**src/inc/sfpm_pkg.sv**
```systemverilog
package sfpm_pkg;
	// ----------------------------------------
	// sensing widths and scaling
	// ----------------------------------------
	localparam int          ADC_W         = 10;
	localparam int          DIV_RATIO     = 10;
	localparam int          OV_PCT        = 120;
	localparam int          UV_PCT        = 65;
	localparam int          OC_PCT        = 120;
	localparam int          PCT_BASE      = 100;
	// ----------------------------------------
	// default threshold codes, adc counts
	// ----------------------------------------
	localparam logic [9:0]  CEIL_CODE     = 10'h0D2;
	localparam logic [9:0]  OFF_CODE      = 10'h01F;
	localparam logic [9:0]  LATCH_CODE    = 10'h00A;
	localparam logic [9:0]  TWARN_CODE    = 10'h064;
	localparam logic [9:0]  TSHUT_CODE    = 10'h06E;
	localparam logic [9:0]  RESTART_CODE  = 10'h032;
	// ----------------------------------------
	// timing, in microseconds, at 25 MHz
	// ----------------------------------------
	localparam int          CLK_MHZ       = 25;
	localparam int          OV_DEB_US     = 10;
	localparam int          UV_DEB_US     = 10;
	localparam int          BLANK_US      = 100;
	localparam int          THERM_DEB_US  = 1000;
	localparam int          RESTART_US    = 2000000;
	localparam int          OV_DEB_CYC    = OV_DEB_US * CLK_MHZ;
	localparam int          UV_DEB_CYC    = UV_DEB_US * CLK_MHZ;
	localparam int          BLANK_CYC     = BLANK_US * CLK_MHZ;
	localparam int          THERM_DEB_CYC = THERM_DEB_US * CLK_MHZ;
	localparam int          RESTART_CYC   = RESTART_US * CLK_MHZ;
	// ----------------------------------------
	// supervisor states
	// ----------------------------------------
	typedef enum logic [2:0] {
		SFPM_RUN   = 3'b001,
		SFPM_FAULT = 3'b010,
		SFPM_WAIT  = 3'b100
	} sfpm_state_t;
endpackage

```
**src/logic/sfpm_top.sv**
```systemverilog
// Functional notes
// on any fault except cable-power overcurrent, drop pull-up, open switch, keep watching.
// after fault clears, run restart timer, then re-attach at 5 V as first attach.
// overvoltage fault when output over 120% of request for debounce time.
// voltage comparisons use output supply divided by ten.
// blank overvoltage detection for blanking interval during voltage transitions.
// cap requested voltage at fixed ceiling whatever the contract.
// fixed contract: undervoltage fault below 65% of request beyond debounce time.
// undervoltage fault never causes an alert to the sink.
// programmable contract suppresses the proportional undervoltage check.
// below shutoff latch undervoltage; release only below lower latch-reset level.
// fixed objects: overcurrent fault at 120% of object maximum current.
// after overcurrent, alert at next explicit contract; keep history flag in status.
// programmable contract regulates constant current at requested value.
// alert on every change between constant current and constant voltage; the code alerts on a change only while in SFPM_RUN.
// programmable status carries regulation flag, measured voltage and current.
// thermistor input biased by fixed current, converted by internal converter.
// status replies carry measured external temperature.
// temperature over warning for debounce time sends alert, no shutdown.
// temperature over shutdown for debounce time raises fault, common response.
// after thermal fault, alert at re-established contract reporting prior event.
// cable-power overcurrent: power off cable, abort discovery, 3 A cap, no alert.
// debounce, blanking and restart durations are design parameters.
`timescale 1ns/1ps
`default_nettype none
module sfpm_top #(
	parameter int OV_DEB_CYC    = sfpm_pkg::OV_DEB_CYC,
	parameter int UV_DEB_CYC    = sfpm_pkg::UV_DEB_CYC,
	parameter int BLANK_CYC     = sfpm_pkg::BLANK_CYC,
	parameter int THERM_DEB_CYC = sfpm_pkg::THERM_DEB_CYC,
	parameter int RESTART_CYC   = sfpm_pkg::RESTART_CYC
) (
	// clock and reset
	input  wire logic        CLOCK,
	input  wire logic        RST_N,
	// contract from protocol engine
	input  wire logic        CONTRACT_PPS,
	input  wire logic [9:0]  REQ_VOLT,
	input  wire logic [9:0]  REQ_CURR,
	input  wire logic        EXPLICIT_CONTRACT,
	input  wire logic        VOLT_TRANSITION,
	// converter samples, output already divided by ten
	input  wire logic [9:0]  SENSE_VOLT,
	input  wire logic [9:0]  SENSE_CURR,
	input  wire logic [9:0]  SENSE_TEMP,
	input  wire logic        INT_OVERTEMP,
	input  wire logic        CABLE_POWER_OVERCURRENT_FAULT,
	// power path control
	output logic             CC_PULLUP_EN,
	output logic             VBUS_SWITCH_EN,
	output logic [9:0]       VOLT_TARGET,
	output logic [9:0]       CURR_LIMIT,
	output logic             CONSTANT_CURRENT_REGULATION,
	output logic             THERMISTOR_BIAS_EN,
	output logic             CABLE_POWER_EN,
	output logic             CABLE_DISCOVERY_ABORT,
	output logic             LIMIT_3A,
	// status to protocol engine
	output logic             ALERT_REQ,
	output logic             ALERT_OCP,
	output logic             ALERT_OTP,
	output logic             ALERT_TEMP_WARN,
	output logic             ALERT_MODE_CHANGE,
	output logic             OUTPUT_OVERVOLTAGE_FAULT,
	output logic             OUTPUT_UNDERVOLTAGE_FAULT,
	output logic             OUTPUT_OVERCURRENT_FAULT,
	output logic             EXT_OVERTEMP_FAULT,
	output logic             OCP_HISTORY,
	output logic [9:0]       STATUS_VOLT,
	output logic [9:0]       STATUS_CURR,
	output logic [9:0]       STATUS_TEMP
);
	// ----------------------------------------
	// parameter checks
	// ----------------------------------------
	// a zero count would make a debounce or blanking window vanish, and the restart count wrap
	if (RESTART_CYC < 1 || OV_DEB_CYC < 1 || UV_DEB_CYC < 1 || BLANK_CYC < 1 ||
		THERM_DEB_CYC < 1) begin : gen_bad_timing
		$error("timing counts must be at least one cycle");
	end

	// ----------------------------------------
	// state
	// ----------------------------------------
	typedef struct packed {
		sfpm_pkg::sfpm_state_t st;
		logic [31:0] ov_cnt;
		logic [31:0] uv_cnt;
		logic [31:0] blank_cnt;
		logic [31:0] tw_cnt;
		logic [31:0] ts_cnt;
		logic [31:0] rst_cnt;
		logic        ov;
		logic        uv;
		logic        uv_latch;
		logic        oc;
		logic        otp;
		logic        iotp;
		logic        tw;
		logic        cc_mode;
		logic        pend_ocp;
		logic        pend_otp;
		logic        ocp_hist;
		logic        cable_oc;
		logic        alert;
		logic        a_ocp;
		logic        a_otp;
		logic        a_tw;
		logic        a_mode;
		logic [9:0]  v;
		logic [9:0]  i;
		logic [9:0]  t;
	} sfpm_regs_t;

	sfpm_regs_t r;
	sfpm_regs_t next_r;

	// ----------------------------------------
	// thresholds
	// ----------------------------------------
	logic [9:0]  req_cap;
	logic [19:0] ov_lim;
	logic [19:0] uv_lim;
	logic [19:0] oc_lim;
	logic        any_fault;
	logic        cc_now;
	logic        oc_trip;
	logic        otp_trip;
	always_comb begin
		req_cap = (REQ_VOLT > sfpm_pkg::CEIL_CODE) ? sfpm_pkg::CEIL_CODE : REQ_VOLT;
		// scaled in whole percent; product kept at 20 bits
		ov_lim = 20'(req_cap) * 20'(sfpm_pkg::OV_PCT);
		uv_lim = 20'(req_cap) * 20'(sfpm_pkg::UV_PCT);
		oc_lim = 20'(REQ_CURR) * 20'(sfpm_pkg::OC_PCT);
		// regulation mode: current at the limit under a programmable contract
		cc_now = CONTRACT_PPS && (SENSE_CURR >= REQ_CURR);
		any_fault = r.ov || r.uv || r.oc || r.otp || r.iotp;
		// trip events feed the flags and the pending alerts alike, so a set beats a clear
		oc_trip   = !CONTRACT_PPS &&
			(20'(SENSE_CURR) * 20'(sfpm_pkg::PCT_BASE) > oc_lim);
		otp_trip  = INT_OVERTEMP ||
			(SENSE_TEMP > sfpm_pkg::TSHUT_CODE && r.ts_cnt >= 32'(THERM_DEB_CYC));
	end

	// ----------------------------------------
	// supervisor
	// ----------------------------------------
	always_comb begin
		next_r = r;
		next_r.alert  = 1'b0;
		next_r.v = SENSE_VOLT;
		next_r.i = SENSE_CURR;
		next_r.t = SENSE_TEMP;
		// blanking reloads on every cycle that VOLT_TRANSITION is high
		if (VOLT_TRANSITION)
			next_r.blank_cnt = 32'(BLANK_CYC);
		else if (r.blank_cnt != 32'h0)
			next_r.blank_cnt = r.blank_cnt - 32'h1;
		// overvoltage debounce, detection held off while blanked
		if (20'(SENSE_VOLT) * 20'(sfpm_pkg::PCT_BASE) > ov_lim && r.blank_cnt == 32'h0
			&& !VOLT_TRANSITION) begin
			if (r.ov_cnt < 32'(OV_DEB_CYC))
				next_r.ov_cnt = r.ov_cnt + 32'h1;
			else
				next_r.ov = 1'b1;
		end else begin
			next_r.ov_cnt = 32'h0;
			if (r.st != sfpm_pkg::SFPM_RUN)
				next_r.ov = 1'b0;
		end
		// proportional undervoltage, fixed contracts only, only while attached
		if (!CONTRACT_PPS && r.st == sfpm_pkg::SFPM_RUN && VBUS_SWITCH_EN &&
			20'(SENSE_VOLT) * 20'(sfpm_pkg::PCT_BASE) < uv_lim) begin
			if (r.uv_cnt < 32'(UV_DEB_CYC))
				next_r.uv_cnt = r.uv_cnt + 32'h1;
			else
				next_r.uv = 1'b1;
		end else begin
			next_r.uv_cnt = 32'h0;
			if (r.st != sfpm_pkg::SFPM_RUN && !r.uv_latch)
				next_r.uv = 1'b0;
		end
		// shutoff latch, freed only below the latch-reset level
		if (r.st == sfpm_pkg::SFPM_RUN && VBUS_SWITCH_EN && SENSE_VOLT < sfpm_pkg::OFF_CODE) begin
			next_r.uv_latch = 1'b1;
			next_r.uv = 1'b1;
		end else if (r.uv_latch && SENSE_VOLT < sfpm_pkg::LATCH_CODE) begin
			next_r.uv_latch = 1'b0;
			next_r.uv = 1'b0;
		end
		// overcurrent for fixed objects
		if (oc_trip) begin
			next_r.oc = 1'b1;
			next_r.pend_ocp = 1'b1;
			next_r.ocp_hist = 1'b1;
		end else if (r.st != sfpm_pkg::SFPM_RUN)
			next_r.oc = 1'b0;
		// thermal warning and shutdown debounce
		if (SENSE_TEMP > sfpm_pkg::TWARN_CODE) begin
			if (r.tw_cnt < 32'(THERM_DEB_CYC))
				next_r.tw_cnt = r.tw_cnt + 32'h1;
			else if (!r.tw) begin
				next_r.tw = 1'b1;
				next_r.alert = 1'b1;
				next_r.a_tw = 1'b1;
			end
		end else begin
			next_r.tw_cnt = 32'h0;
			next_r.tw = 1'b0;
		end
		if (SENSE_TEMP > sfpm_pkg::TSHUT_CODE) begin
			if (r.ts_cnt < 32'(THERM_DEB_CYC))
				next_r.ts_cnt = r.ts_cnt + 32'h1;
			else begin
				next_r.otp = 1'b1;
				next_r.pend_otp = 1'b1;
			end
		end else begin
			next_r.ts_cnt = 32'h0;
			next_r.otp = 1'b0;
		end
		next_r.iotp = INT_OVERTEMP;
		if (INT_OVERTEMP)
			next_r.pend_otp = 1'b1;
		// mode change alert, both directions
		next_r.cc_mode = cc_now;
		if (cc_now != r.cc_mode && r.st == sfpm_pkg::SFPM_RUN) begin
			next_r.alert  = 1'b1;
			next_r.a_mode = 1'b1;
		end
		// cable-power overcurrent cuts cable power, aborts discovery and trims the offer; no fault
		if (CABLE_POWER_OVERCURRENT_FAULT)
			next_r.cable_oc = 1'b1;
		unique case (r.st)
			sfpm_pkg::SFPM_RUN: begin
				if (any_fault)
					next_r.st = sfpm_pkg::SFPM_FAULT;
				else if (EXPLICIT_CONTRACT && (r.pend_ocp || r.pend_otp)) begin
					next_r.alert    = 1'b1;
					next_r.a_ocp    = r.pend_ocp;
					next_r.a_otp    = r.pend_otp;
					// a trip in this very cycle stays pending for the next contract
					next_r.pend_ocp = oc_trip;
					next_r.pend_otp = otp_trip;
				end
			end
			sfpm_pkg::SFPM_FAULT: begin
				if (!any_fault) begin
					next_r.st      = sfpm_pkg::SFPM_WAIT;
					next_r.rst_cnt = 32'h0;
				end
			end
			sfpm_pkg::SFPM_WAIT: begin
				if (any_fault)
					next_r.st = sfpm_pkg::SFPM_FAULT;
				else if (r.rst_cnt >= 32'(RESTART_CYC - 1)) begin
					next_r.st       = sfpm_pkg::SFPM_RUN;
					// a cable fault in the restart cycle keeps the cut in place
					next_r.cable_oc = CABLE_POWER_OVERCURRENT_FAULT;
				end else
					next_r.rst_cnt = r.rst_cnt + 32'h1;
			end
		endcase
	end

	always_ff @(posedge CLOCK) begin
		if (!RST_N) begin
			r    <= '0;
			r.st <= sfpm_pkg::SFPM_WAIT;
		end else
			r <= next_r;
	end

	// ----------------------------------------
	// outputs
	// ----------------------------------------
	// undervoltage never appears in the alert set
	assign ALERT_REQ                   = r.alert;
	assign ALERT_OCP                   = r.a_ocp;
	assign ALERT_OTP                   = r.a_otp;
	assign ALERT_TEMP_WARN             = r.a_tw;
	assign ALERT_MODE_CHANGE           = r.a_mode;
	assign CC_PULLUP_EN                = (r.st == sfpm_pkg::SFPM_RUN);
	assign VBUS_SWITCH_EN              = (r.st == sfpm_pkg::SFPM_RUN);
	// restart always offers 5 V until the engine reports an explicit contract
	assign VOLT_TARGET = EXPLICIT_CONTRACT ? req_cap : sfpm_pkg::RESTART_CODE;
	assign CURR_LIMIT                  = REQ_CURR;
	assign CONSTANT_CURRENT_REGULATION = r.cc_mode;
	assign THERMISTOR_BIAS_EN          = RST_N;
	assign CABLE_POWER_EN              = !r.cable_oc;
	assign CABLE_DISCOVERY_ABORT       = r.cable_oc;
	assign LIMIT_3A                    = r.cable_oc;
	assign OUTPUT_OVERVOLTAGE_FAULT    = r.ov;
	assign OUTPUT_UNDERVOLTAGE_FAULT   = r.uv;
	assign OUTPUT_OVERCURRENT_FAULT    = r.oc;
	assign EXT_OVERTEMP_FAULT          = r.otp;
	assign OCP_HISTORY                 = r.ocp_hist;
	assign STATUS_VOLT                 = r.v;
	assign STATUS_CURR                 = r.i;
	assign STATUS_TEMP                 = r.t;
endmodule
`default_nettype wire

```
**config.mk**
```make
export PLATFORM = sky130hd
export DESIGN_NAME = sfpm_top
export DESIGN_NICKNAME = d
export VERILOG_FILES = /design/src/inc/sfpm_pkg.sv /design/src/logic/sfpm_top.sv
export SDC_FILE = /design/constraint.sdc
export NUM_CORES = 1
export LEC_CHECK = 0
export BUFFER_PORTS_ARGS = -buffer_cell sky130_fd_sc_hd__buf_2
export CELL_PAD_IN_SITES_DETAIL_PLACEMENT = 0
export CELL_PAD_IN_SITES_GLOBAL_PLACEMENT = 1
export CORE_MARGIN = 5
export CORE_UTILIZATION = 40
export CTS_CLUSTER_DIAMETER = 200
export DETAILED_ROUTE_END_ITERATION = 12
export PLACE_DENSITY_LB_ADDON = 0.1
export SETUP_SLACK_MARGIN = 0.2
export SLEW_MARGIN = 25
export SYNTH_ARGS = -nofsm -noshare
export SYNTH_HDL_FRONTEND = slang
export SYNTH_SLANG_ARGS = --single-unit
```
**constraint.sdc**
```tcl
create_clock -name CLOCK -period 12.4 [get_ports CLOCK]
set_input_delay 1.86 -clock CLOCK [delete_from_list [all_inputs] [get_ports CLOCK]]
set_output_delay 1.86 -clock CLOCK [all_outputs]
set_load 0.005 [all_outputs]
```
==> results of run 1 <==
==> metal layers <==
metal / track usage / part of all wire
met1: 0.225 / 0.49
met2: 0.267 / 0.45
met3: 0.0231 / 0.037
met4: 0.0366 / 0.021
met5: 0 / 0
==> power groups by stage <==
| stage | clock network, mW | logic, mW | registers, mW |
|---|---|---|---|
| global route | 0.916 | 0.802 | 0.819 |
| global placement | 0 | 0.686 | 0.833 |
| detailed placement | 0 | 0.696 | 0.833 |
| finish | 0.849 | 0.693 | 0.817 |
| floorplan | 0 | 0.539 | 0.829 |
| CTS | 0.884 | 0.702 | 0.816 |
==> kinds of logic after synthesis <==
family	count (synthesis)	share of synthesized area
simple gates	658	0.234
compound gates	243	0.104
flops	242	0.318
buf+inv	241	0.0711
fa+ha+maj	221	0.201
xor+xnor	96	0.0552
mux	24	0.0159
other cells	2	0.000493
==> cell type report <==
type / instances / area (µm²)
timing repair buffer: 128 / 658
sequential: 242 / 4840
tap: 511 / 639
multi-input combinational: 1258 / 9360
fill: 3800 / 20600
clock inverter: 10 / 144
clock buffer: 37 / 816
inverter: 152 / 571
==> through the flow <==
| step | power [mW] | util | hold WS [ns] |
|---|---|---|---|
| 2_1_floorplan | 1.37 | - | 0.421 |
| 3_3_place_gp | 1.52 | 0.427 | 0.437 |
| 3_5_place_dp | 1.53 | 0.427 | 0.441 |
| 4_1_cts | 2.40 | 0.452 | 0.457 |
| 5_1_grt | 2.54 | 0.452 | 0.477 |
| 6_report | 2.36 | 0.452 | 0.452 |
==> worst paths after layout <==
path / start / slack [ns] / endpoint / cells past startpoint
worst max-delay path: REQ_VOLT[5] / 5.17 / r[231]$_SDFFE_PN0N_ / 22
worst min-delay path: r[75]$_SDFFE_PN0P_ / 0.45 / r[75]$_SDFFE_PN0P_ / 2
worst max register to register: r[146]$_SDFFE_PP0P_ / 9.54 / r[231]$_SDFFE_PN0N_ / 6
worst min register to register: r[75]$_SDFFE_PN0P_ / 0.45 / r[75]$_SDFFE_PN0P_ / 2
==> flip-flops by register name (all words and copies together) (netlist names) <==
name	flops
OUTPUT_UNDERVOLTAGE_FAULT	1
EXT_OVERTEMP_FAULT	1
CABLE_DISCOVERY_ABORT	1
ALERT_OTP	1
r	200
STATUS_VOLT	10
OCP_HISTORY	1
OUTPUT_OVERCURRENT_FAULT	1
ALERT_OCP	1
STATUS_CURR	10
STATUS_TEMP	10
ALERT_MODE_CHANGE	1
ALERT_TEMP_WARN	1
CONSTANT_CURRENT_REGULATION	1
ALERT_REQ	1
OUTPUT_OVERVOLTAGE_FAULT	1
==> worst register-to-register path, delay by kind of cell (launching register included) <==
family	cells	cell delay, ns
DFF	1	0.35
and+or+nand+nor	6	2.45
==> cells in the final DEF, fill, tap and decap left out, types with 19 or more instances in the layout <==
cell type / instances
ha_1: 179
nor3_1: 34
and2_1: 101
fa_1: 40
xnor2_1: 58
xor2_1: 38
inv_1: 152
o21ai_0: 47
mux2i_1: 23
a21oi_1: 84
buf_2: 121
dfxtp_1: 242
nand2_1: 132
nor4_1: 44
nor2_1: 115
clkbuf_16: 29
and3_1: 39
nand3_1: 41
nand4_1: 31
nor2b_1: 21
or2_2: 19
==> reports/summary.log, run 1 <==
[critical_path] Buf/Inv on CP 3
[yosys] Synth Register Bits 242
[place] dpl cell area 16100 µm²
[drt] number of antenna-violating nets in the routed design 0
[grt] number of global-route vias before repair 11400
[cells_and_area] growth of design area from synthesis to finish 11.8%
[clock_tree] count of instances resized after the clock tree is built 0
[critical_path] cell breakdown of the critical path buf_2, a311oi_1, o21a_1, nand2_1, inv_1, ha_1, fa_1, inv_1, fa_1, nor2b_1, o21ai_0, a21o_1, a31oi_1, and4_1, nor3_1, ha_1, and3_1, nand4_1, a311o_1, nand4_1, and4_1, and2_1
[clock_tree] clock-pin slew of the registers on the worst-case setup and hold paths 0.05 ns
[critical_path] data arrival time of the critical path 7.71 ns
[place] Post-Place Worst Slack 4.63 ns
[yosys] area share of the leading cell type in the synthesized netlist 0.318
[yosys] fraction of registers with async set or reset after synthesis 0
[clock_tree] H-tree lvl count 1
[cells_and_area] number of non-filler instances in the completed layout 2338
[cells_and_area] antenna diode count 0
[clock_tree] setup fix buffers added after clock tree synthesis 0
[grt] largest net degree at the start of global routing 61
[yosys] most used flip-flop cell after synthesis dfxtp_1
[drt] initial detailed-routing violation count 420
[yosys] Ys Warns 0
[sta] final clock period utilization by the worst path 0.583
[critical_path] largest fanout of any net on the critical path 33
[yosys] Syn Area/Cell 8.82 µm²
[drt] number of search-and-repair iterations in the first detailed-routing pass 4
[sta] Relative slew margins 0.339
[drt] vias after detailed routing 11700
[die] Die Width 205 µm
[sta] time the final worst path needs with I/O delays and setup 7.23 ns
[die] ports placed on the boundary 124
[place] count of placed standard cells including taps 2291
[sta] post-layout worst setup margin 5.17 ns
[grt] global-route wire length before repair 57000 µm
[place] Port Buffer Count 121
[outcome] run status complete, no violations
[power_and_ir_drop] Net Switching 0.738 mW
[sta] Max Clock Freq 138 MHz
[hold_path] class of the tightest hold or removal check flop to flop
[sta] Hold Vio Cnt, Final 0
[power_and_ir_drop] share of power burned in combinational logic 0.294
[sta] Worst Skew 0.0129 ns
[grt] combined global-route utilization of all metal layers 0.162
[yosys] Post-synth EDFFs 0
[power_and_ir_drop] cell internal pwr 1.62 mW
[clock_tree] cts bufs inserted 29
[yosys] synthesized cell area 15200 µm²
[drt] mean routed wirelength per cell 14.6 µm
[critical_path] kind of cell adding the most delay to the critical path simple AND/OR/NAND/NOR gates
[critical_path] sort of element at the start of the critical path primary input
[clock_tree] CTS Buffer Depth 3
[power_and_ir_drop] static leakage power 7.78 nW
[cells_and_area] Net count, final 2087
[power_and_ir_drop] worst IR drop on VDD 0.000110 V
[yosys] cells after synthesis 1727
[sta] Final setup viols 0
[critical_path] Worst path max stage delay 0.73 ns
[die] core area 37700 µm²
[yosys] area leader, netlist dfxtp_1
[yosys] share of synthesized area occupied by flip-flops and latches 0.318
[grt] total global routing overflow 0
[sta] sum of negative setup slack 0 ns
[yosys] most repeated cell in the gate-level netlist after synthesis dfxtp_1
[power_and_ir_drop] power per cell area 138 nW/µm²
[drt] Post-route DRC 0
[critical_path] data required time at the worst endpoint 12.88 ns
[die] vertical die dimension 205 µm
[drt] routed vias/inst 5.02
[sta] setup repair after global routing missed its margin false
[power_and_ir_drop] switching part of the total power 0.313
[clock_tree] clock tree from TritonCTS built
[cells_and_area] finished layout cell area 17000 µm²
[cells_and_area] fraction of final layout cells with drive strength greater than 1 0.118
[run] number of max-capacitance violations reported 0
[place] HPWL reported at the end of detailed placement 26200 µm
[clock_tree] TritonCTS sink count 242
[place] Routability Congestion 0.823
[critical_path] Crit Path Class primary input to flop
[critical_path] master of the slowest instance on the critical path and4_1
[sta] Tightest Pin Transition 0.991 ns
[yosys] unique cell type count in the Yosys netlist 71
[critical_path] CP endpoint kind flop
[clock_tree] root buffer cell clkbuf_16
[grt] initial antenna violation count 0
[power_and_ir_drop] portion of total power attributed to the clock network 0.360
[die] Core Rows 71
[die] Total Die Area 42100 µm²
[drt] total length of routed wires 34200 µm
[power_and_ir_drop] sequential power share 0.346
[yosys] most common library cells after synthesis dfxtp_1, ha_1, inv_1
[clock_tree] hold_buf cts 0
[sta] max-slew violation total from the final report 0
[clock_tree] insertion delay to the later sink of the worst-skew pair 0.55 ns
[yosys] dominant cells by area after synthesis dfxtp_1, ha_1, fa_1
[die] initial core utilization 0.404
(Power assumes the default switching activity.)
==> run 2: changes to the inputs <==
==> constraint.sdc (replaced) <==
create_clock -name CLOCK -period 6.3 [get_ports CLOCK]
set_input_delay 0.945 -clock CLOCK [delete_from_list [all_inputs] [get_ports CLOCK]]
set_output_delay 0.945 -clock CLOCK [all_outputs]
set_load 0.005 [all_outputs]
==> run 2 against run 1 <==
Against the previous run:
- non-clock buffer count rose by 5
- global-route usage barely moved
- combinational power rose by 98%
- utilization rose by 0.14 points
- count of clock-buffer cells in the layout fell by 2
- sequential cell count did not move
- critical path depth did not move
- worst setup slack got worse by 4.3 ns
- sequential share of layout area fell by 0.087 points
- hold slack got worse by 0.0034 ns
- critical endpoint is now r[230]$_SDFFE_PN0N_
- largest power group unchanged
- highest routed layer unchanged
==> reports/summary.log, run 2 (synthesis results as in run 1) <==
[sta] max-slew violation total from the final report 0
[critical_path] r2r worst-path depth 5
[critical_path] CP endpoint kind flop
[drt] Post-route DRC 0
[cells_and_area] number of flip-flops in the largest register 200
[drt] routed vias/inst 5.01
[drt] initial detailed-routing violation count 472
[critical_path] count of cell instances traversed by the critical path 22
[grt] global-route wire length before repair 57200 µm
[critical_path] master of the slowest instance on the critical path fa_1
[drt] total length of routed wires 34400 µm
[die] Core Rows 71
[critical_path] Crit Path Class primary input to flop
[critical_path] cell breakdown of the critical path buf_2, a311oi_1, o21a_1, nand2_1, fa_1, fa_1, inv_1, ha_1, inv_1, nand2_1, a21oi_1, a31oi_1, and4_1, nor3_1, ha_1, and3_1, nand4_1, a311o_1, nand4_1, and4_1, buf_4, and2_1
[cells_and_area] growth of design area from synthesis to finish 12.2%
[clock_tree] CTS Buffer Depth 3
[grt] combined global-route utilization of all metal layers 0.162
[critical_path] capture instance of the worst register-to-register path r[58]$_SDFFE_PN0P_
[sta] setup repair after global routing missed its margin false
[cells_and_area] final design utilization 0.454
[critical_path] Buf/Inv on CP 4
[critical_path] largest fanout of any net on the critical path 33
[power_and_ir_drop] portion of total power attributed to the clock network 0.354
[place] HPWL reported at the end of detailed placement 26100 µm
[sta] Final setup viols 0
[clock_tree] clock-pin slew of the registers on the worst-case setup and hold paths 0.06 ns
[sta] Max Clock Freq 183 MHz
[run] number of max-capacitance violations reported 0
[cells_and_area] fraction of final layout cells with drive strength greater than 1 0.124
[sta] Hold Vio Cnt, Final 0
[critical_path] kind of cell adding the most delay to the critical path adder cells
[outcome] run status complete, no violations
[power_and_ir_drop] static leakage power 7.78 nW
[sta] final clock period utilization by the worst path 0.866
[critical_path] data arrival time of the critical path 5.94 ns
[sta] Worst Skew 0.0104 ns
[clock_tree] count of instances resized after the clock tree is built 0
[grt] initial antenna violation count 1
[die] ports placed on the boundary 124
[critical_path] sort of element at the start of the critical path primary input
[hold_path] worst hold stages 1
[grt] largest net degree at the start of global routing 61
[clock_tree] clock tree from TritonCTS built
[cells_and_area] commonest cells after routing, fill and taps aside dfxtp_1, ha_1, inv_1
[power_and_ir_drop] switching part of the total power 0.327
[power_and_ir_drop] sequential power share 0.348
[hold_path] Hold EP r[140]$_SDFFE_PN0P_
[place] Routability Congestion 0.820
[grt] number of global-route vias before repair 11500
[power_and_ir_drop] power per cell area 270 nW/µm²
[clock_tree] setup fix buffers added after clock tree synthesis 0
[hold_path] class of the tightest hold or removal check flop to flop
[sta] time the final worst path needs with I/O delays and setup 5.45 ns
[power_and_ir_drop] Net Switching 1.51 mW
[power_and_ir_drop] share of power burned in combinational logic 0.298
[die] Die Width 205 µm
[power_and_ir_drop] worst IR drop on VDD 0.000259 V
[critical_path] data required time at the worst endpoint 6.79 ns
[die] Total Die Area 42100 µm²
[cells_and_area] antenna diode count 0
[critical_path] internal reg-to-reg setup slack 3.40 ns
[sta] Tightest Pin Transition 0.918 ns
[drt] mean routed wirelength per cell 14.6 µm
[clock_tree] root buffer cell clkbuf_16
[cells_and_area] Net count, final 2092
[hold_path] startpoint of the tightest hold check path r[140]$_SDFFE_PN0P_
[cells_and_area] most common cell after layout, fill and taps aside dfxtp_1
[grt] total global routing overflow 0
[sta] Relative slew margins 0.387
[drt] number of search-and-repair iterations in the first detailed-routing pass 5
[critical_path] Worst path max stage delay 0.54 ns
[cells_and_area] register name with the most flops r
[clock_tree] insertion delay to the later sink of the worst-skew pair 0.56 ns
[clock_tree] cts bufs inserted 29
[die] vertical die dimension 205 µm
[clock_tree] H-tree lvl count 1
[critical_path] R2R Path Start OUTPUT_OVERVOLTAGE_FAULT$_SDFFE_PN0P_
[sta] sum of negative setup slack 0 ns
[drt] number of antenna-violating nets in the routed design 0
[place] Port Buffer Count 121
[power_and_ir_drop] total power 4.62 mW
[clock_tree] TritonCTS sink count 242
[clock_tree] hold_buf cts 0
[drt] vias after detailed routing 11800
[power_and_ir_drop] cell internal pwr 3.11 mW
[die] initial core utilization 0.404
[die] core area 37700 µm²
[run 2: per-layer routing]
metal / track usage / wire length, µm / vias up
li1: - / - / 6106
met1: 0.224 / 16900 / 5457
met2: 0.268 / 15600 / 158
met3: 0.0242 / 1130 / 46
met4: 0.0388 / 752 / 0
met5: 0 / 0 / -
[run 2: how the worst max path moves through the flow]
stage | from | endpoint | slack [ns]
floorplan | REQ_VOLT[0] | r[214]$_SDFFE_PN0N_ | 0.50
CTS | REQ_VOLT[5] | r[212]$_SDFFE_PN0N_ | 0.84
detailed placement | REQ_VOLT[5] | r[212]$_SDFFE_PN0N_ | 0.28
global route | REQ_VOLT[5] | r[211]$_SDFFE_PN0N_ | 0.46
global placement | REQ_VOLT[5] | r[208]$_SDFFE_PN0N_ | 0.38
finish | REQ_VOLT[5] | r[230]$_SDFFE_PN0N_ | 0.85
[run 2: power groups by stage]
stage / Sequential, mW / Clock (mW) / Combinational, mW
3_5_place_dp: 1.64 / 0 / 1.37
6_report: 1.61 / 1.64 / 1.37
4_1_cts: 1.61 / 1.70 / 1.38
3_3_place_gp: 1.64 / 0 / 1.35
2_1_floorplan: 1.63 / 0 / 1.06
5_1_grt: 1.61 / 1.77 / 1.59
[run 2: final cells by class]
| class | instances | area, µm² |
|---|---|---|
| Fill cell | 3787 | 20600 |
| Multi-Input combinational cell | 1258 | 9380 |
| Sequential cell | 242 | 4840 |
| Clock buffer | 35 | 788 |
| Timing Repair Buffer | 133 | 696 |
| Tap cell | 511 | 639 |
| Inverter | 152 | 571 |
| Clock inverter | 19 | 171 |
[run 2: stage by stage]
| step | instance area [µm²] | cells | worst slack, ns | hold WS [ns] |
|---|---|---|---|---|
| after global routing | 17100 | 2350 | 0.461 | 0.473 |
| after detailed placement | 16100 | 2296 | 0.277 | 0.438 |
| after CTS | 17100 | 2350 | 0.843 | 0.453 |
| after floorplan | 15300 | 1741 | 0.501 | 0.421 |
| after global placement | 16100 | 2296 | 0.382 | 0.437 |
| final | 17100 | 2350 | 0.847 | 0.449 |
[run 2: worst register-to-register path: cells and delay by family, from the launching register on]
family | cells | cell delay (ns)
mux | 1 | 0.06
simple gates | 4 | 2.32
flops | 1 | 0.39
==> run 3: changes to the inputs <==
--- a/config.mk
+++ b/config.mk
@@ -8,8 +8,9 @@
 export BUFFER_PORTS_ARGS = -buffer_cell sky130_fd_sc_hd__buf_2
 export CELL_PAD_IN_SITES_DETAIL_PLACEMENT = 0
 export CELL_PAD_IN_SITES_GLOBAL_PLACEMENT = 1
-export CORE_MARGIN = 5
+export CORE_MARGIN = 2
 export CORE_UTILIZATION = 40
+export CTS_BUF_LIST = sky130_fd_sc_hd__clkbuf_2 sky130_fd_sc_hd__clkbuf_4 sky130_fd_sc_hd__clkbuf_8
 export CTS_CLUSTER_DIAMETER = 200
 export DETAILED_ROUTE_END_ITERATION = 12
 export PLACE_DENSITY_LB_ADDON = 0.1
==> constraint.sdc (replaced) <==
create_clock -name CLOCK -period 4.5 [get_ports CLOCK]
set_input_delay 0.675 -clock CLOCK [delete_from_list [all_inputs] [get_ports CLOCK]]
set_output_delay 0.675 -clock CLOCK [all_outputs]
set_load 0.005 [all_outputs]
==> run 3 against run 2 <==
Against the previous run:
- the run now ends with negative setup slack left
- combinational power rose by 67%
- sequential power rose by 40%
- first-iteration DRC count fell by 11%
- die area fell by 5.8%
- critical path depth did not move
==> reports/summary.log, run 3 (synthesis results as in run 1) <==
[outcome] run status finished with violations
[outcome] violated checks negative setup slack
[clock_tree] hold_buf cts 0
[drt] total length of routed met2 wires 16800 µm
[grt] global-route wire length before repair 60500 µm
[drt] M1 WL 17500 µm
[run] number of max-capacitance violations reported 0
[grt] initial antenna violation count 0
[place] count of placed standard cells including taps 2414
[clock_tree] CTS Buffer Depth 3
[place] dpl cell area 17100 µm²
[drt] number of antenna-violating nets in the routed design 0
[cells_and_area] area taken by multi-input logic gates 9870 µm²
[cells_and_area] commonest cells after routing, fill and taps aside dfxtp_1, ha_1, inv_1
[die] Core Rows 71
[critical_path] Crit Path Class primary input to flop
[cells_and_area] number of non-filler instances in the completed layout 2502
[sta] Max Clock Freq 217 MHz
[die] core area 37600 µm²
[grt] largest net degree at the start of global routing 33
[critical_path] CP endpoint kind flop
[cells_and_area] Net count, final 2239
[cells_and_area] number of flip-flops in the largest register 200
[power_and_ir_drop] power per cell area 362 nW/µm²
[cells_and_area] most common cell after layout, fill and taps aside dfxtp_1
[sta] time the final worst path needs with I/O delays and setup 4.60 ns
[clock_tree] root buffer cell clkbuf_8
[grt] number of global-route vias before repair 12300
[place] Routability Congestion 0.811
[clock_tree] H-tree lvl count 2
[sta] sum of negative setup slack -2.79 ns
[clock_tree] cts bufs inserted 43
[sta] worst hold slack 0.270 ns
[clock_tree] clock-pin slew of the registers on the worst-case setup and hold paths 0.06 ns
[critical_path] data arrival time of the critical path 5.14 ns
[sta] final clock period utilization by the worst path 1.02
[sta] Worst Skew 0.0485 ns
[cells_and_area] finished layout cell area 18600 µm²
[critical_path] data required time at the worst endpoint 5.04 ns
[drt] initial detailed-routing violation count 420
[sta] setup repair after global routing missed its margin true
[cells_and_area] filler cell count in the final layout 3707
[drt] Post-route DRC 0
[drt] number of search-and-repair iterations in the first detailed-routing pass 5
[clock_tree] clock tree from TritonCTS built
[die] vertical die dimension 199 µm
[cells_and_area] Sequential cell area 4840 µm²
[cells_and_area] antenna diode count 0
[sta] Final setup viols 33
[drt] wire length on met3 1440 µm
[die] Die Width 199 µm
[place] HPWL reported at the end of detailed placement 27400 µm
[power_and_ir_drop] static leakage power 8.57 nW
[drt] mean routed wirelength per cell 14.6 µm
[hold_path] class of the tightest hold or removal check primary input to flop
[drt] vias after detailed routing 12400
[sta] max-slew violation total from the final report 0
[cells_and_area] fraction of final layout cells with drive strength greater than 1 0.234
[place] Port Buffer Count 121
[sta] Relative slew margins 0.444
[grt] combined global-route utilization of all metal layers 0.189
[grt] total global routing overflow 0
[die] initial core utilization 0.405
[drt] highest signal layer in the routed design met4
[power_and_ir_drop] worst IR drop on VDD 0.000179 V
[sta] post-layout worst setup margin -0.0984 ns
[sta] Hold Vio Cnt, Final 0
[sta] Tightest Pin Transition 0.826 ns
[critical_path] sort of element at the start of the critical path primary input
[cells_and_area] register name with the most flops r
[clock_tree] insertion delay to the later sink of the worst-skew pair 0.61 ns
[drt] total length of routed wires 36600 µm
[cells_and_area] growth of design area from synthesis to finish 22.2%
[drt] routed vias/inst 4.95
[die] Total Die Area 39700 µm²
[critical_path] largest fanout of any net on the critical path 6
[clock_tree] TritonCTS sink count 242
[die] ports placed on the boundary 124
==> run 3: changes by cell type in the layout (fill, tap and decap cells not counted), sizes merged <==
cell and delta:
clkinv +2, buf +126, bufinv +1, clkbuf +30, and4 +4, inv -2, clkinvlp -9
==> run 3: layout make-up <==
class | count | area share
Sequential cell | 242 | 0.260
Clock inverter | 11 | 0.00692
Tap cell | 511 | 0.0344
Timing Repair Buffer | 262 | 0.0940
Inverter | 152 | 0.0315
Clock buffer | 62 | 0.0428
Multi-Input combinational cell | 1262 | 0.530
==> run 3: routing by layer <==
layer  track usage  vias up
met5             0        -
met4        0.0594        0
met3        0.0327       56
met2         0.318      169
met1         0.247     5743
li1              -     6405
==> run 3: worst paths after layout <==
check | depth (start not counted) | slack, ns | start | end
max | 22 | -0.1 | REQ_VOLT[9] | r[221]$_SDFFE_PN0N_
min | 2 | 0.27 | SENSE_TEMP[9] | STATUS_TEMP[9]$_SDFF_PN0_
max reg2reg | 6 | 1.85 | OUTPUT_UNDERVOLTAGE_FAULT$_SDFFE_PN0P_ | r[68]$_SDFFE_PN0P_
min reg2reg | 1 | 0.45 | r[139]$_SDFFE_PN0P_ | r[139]$_SDFFE_PN0P_
==> run 3: power by group <==
part	total, mW	switching, mW	leakage (nW)	internal (mW)
sequential	2.25	0.0499	1.96	2.20
combinational	2.29	1.20	6.11	1.08
clock	2.20	0.935	0.494	1.26
total	6.74	2.19	8.57	4.55
==> run 3: through the flow <==
step                      total power, mW  utilization  setup WS (ns)
after floorplan                      3.80            -         -0.473
after global placement               4.45        0.456         -0.765
after detailed placement             4.48        0.456         -0.866
after CTS                            6.78        0.485        -0.0288
after global routing                 7.28        0.495         -0.331
final                                6.74        0.495        -0.0984
==> run 3: repair_timing <==
action                                  CTS  global route
endpoints found under the setup margin   65            69
pin swaps                                17             9
gates cloned                              4             3
gates resized for setup                  18            76
buffers inserted                          5             3
==> run 3: worst max-delay path, cell delays in order <==
cell      delay, ns
buf_2          0.12
a311oi_4       0.28
o21a_1         0.21
buf_6          0.14
nand2_4        0.05
ha_4           0.25
fa_1           0.51
inv_1          0.07
fa_2           0.35
nor2b_2        0.13
o21ai_2        0.07
a21o_1         0.20
a31oi_2        0.16
and4_1         0.21
nor3_1         0.05
ha_1           0.31
and3_4         0.18
nand4_1        0.15
a311o_1        0.36
nand4_1        0.21
and4_4         0.31
and2_4         0.14
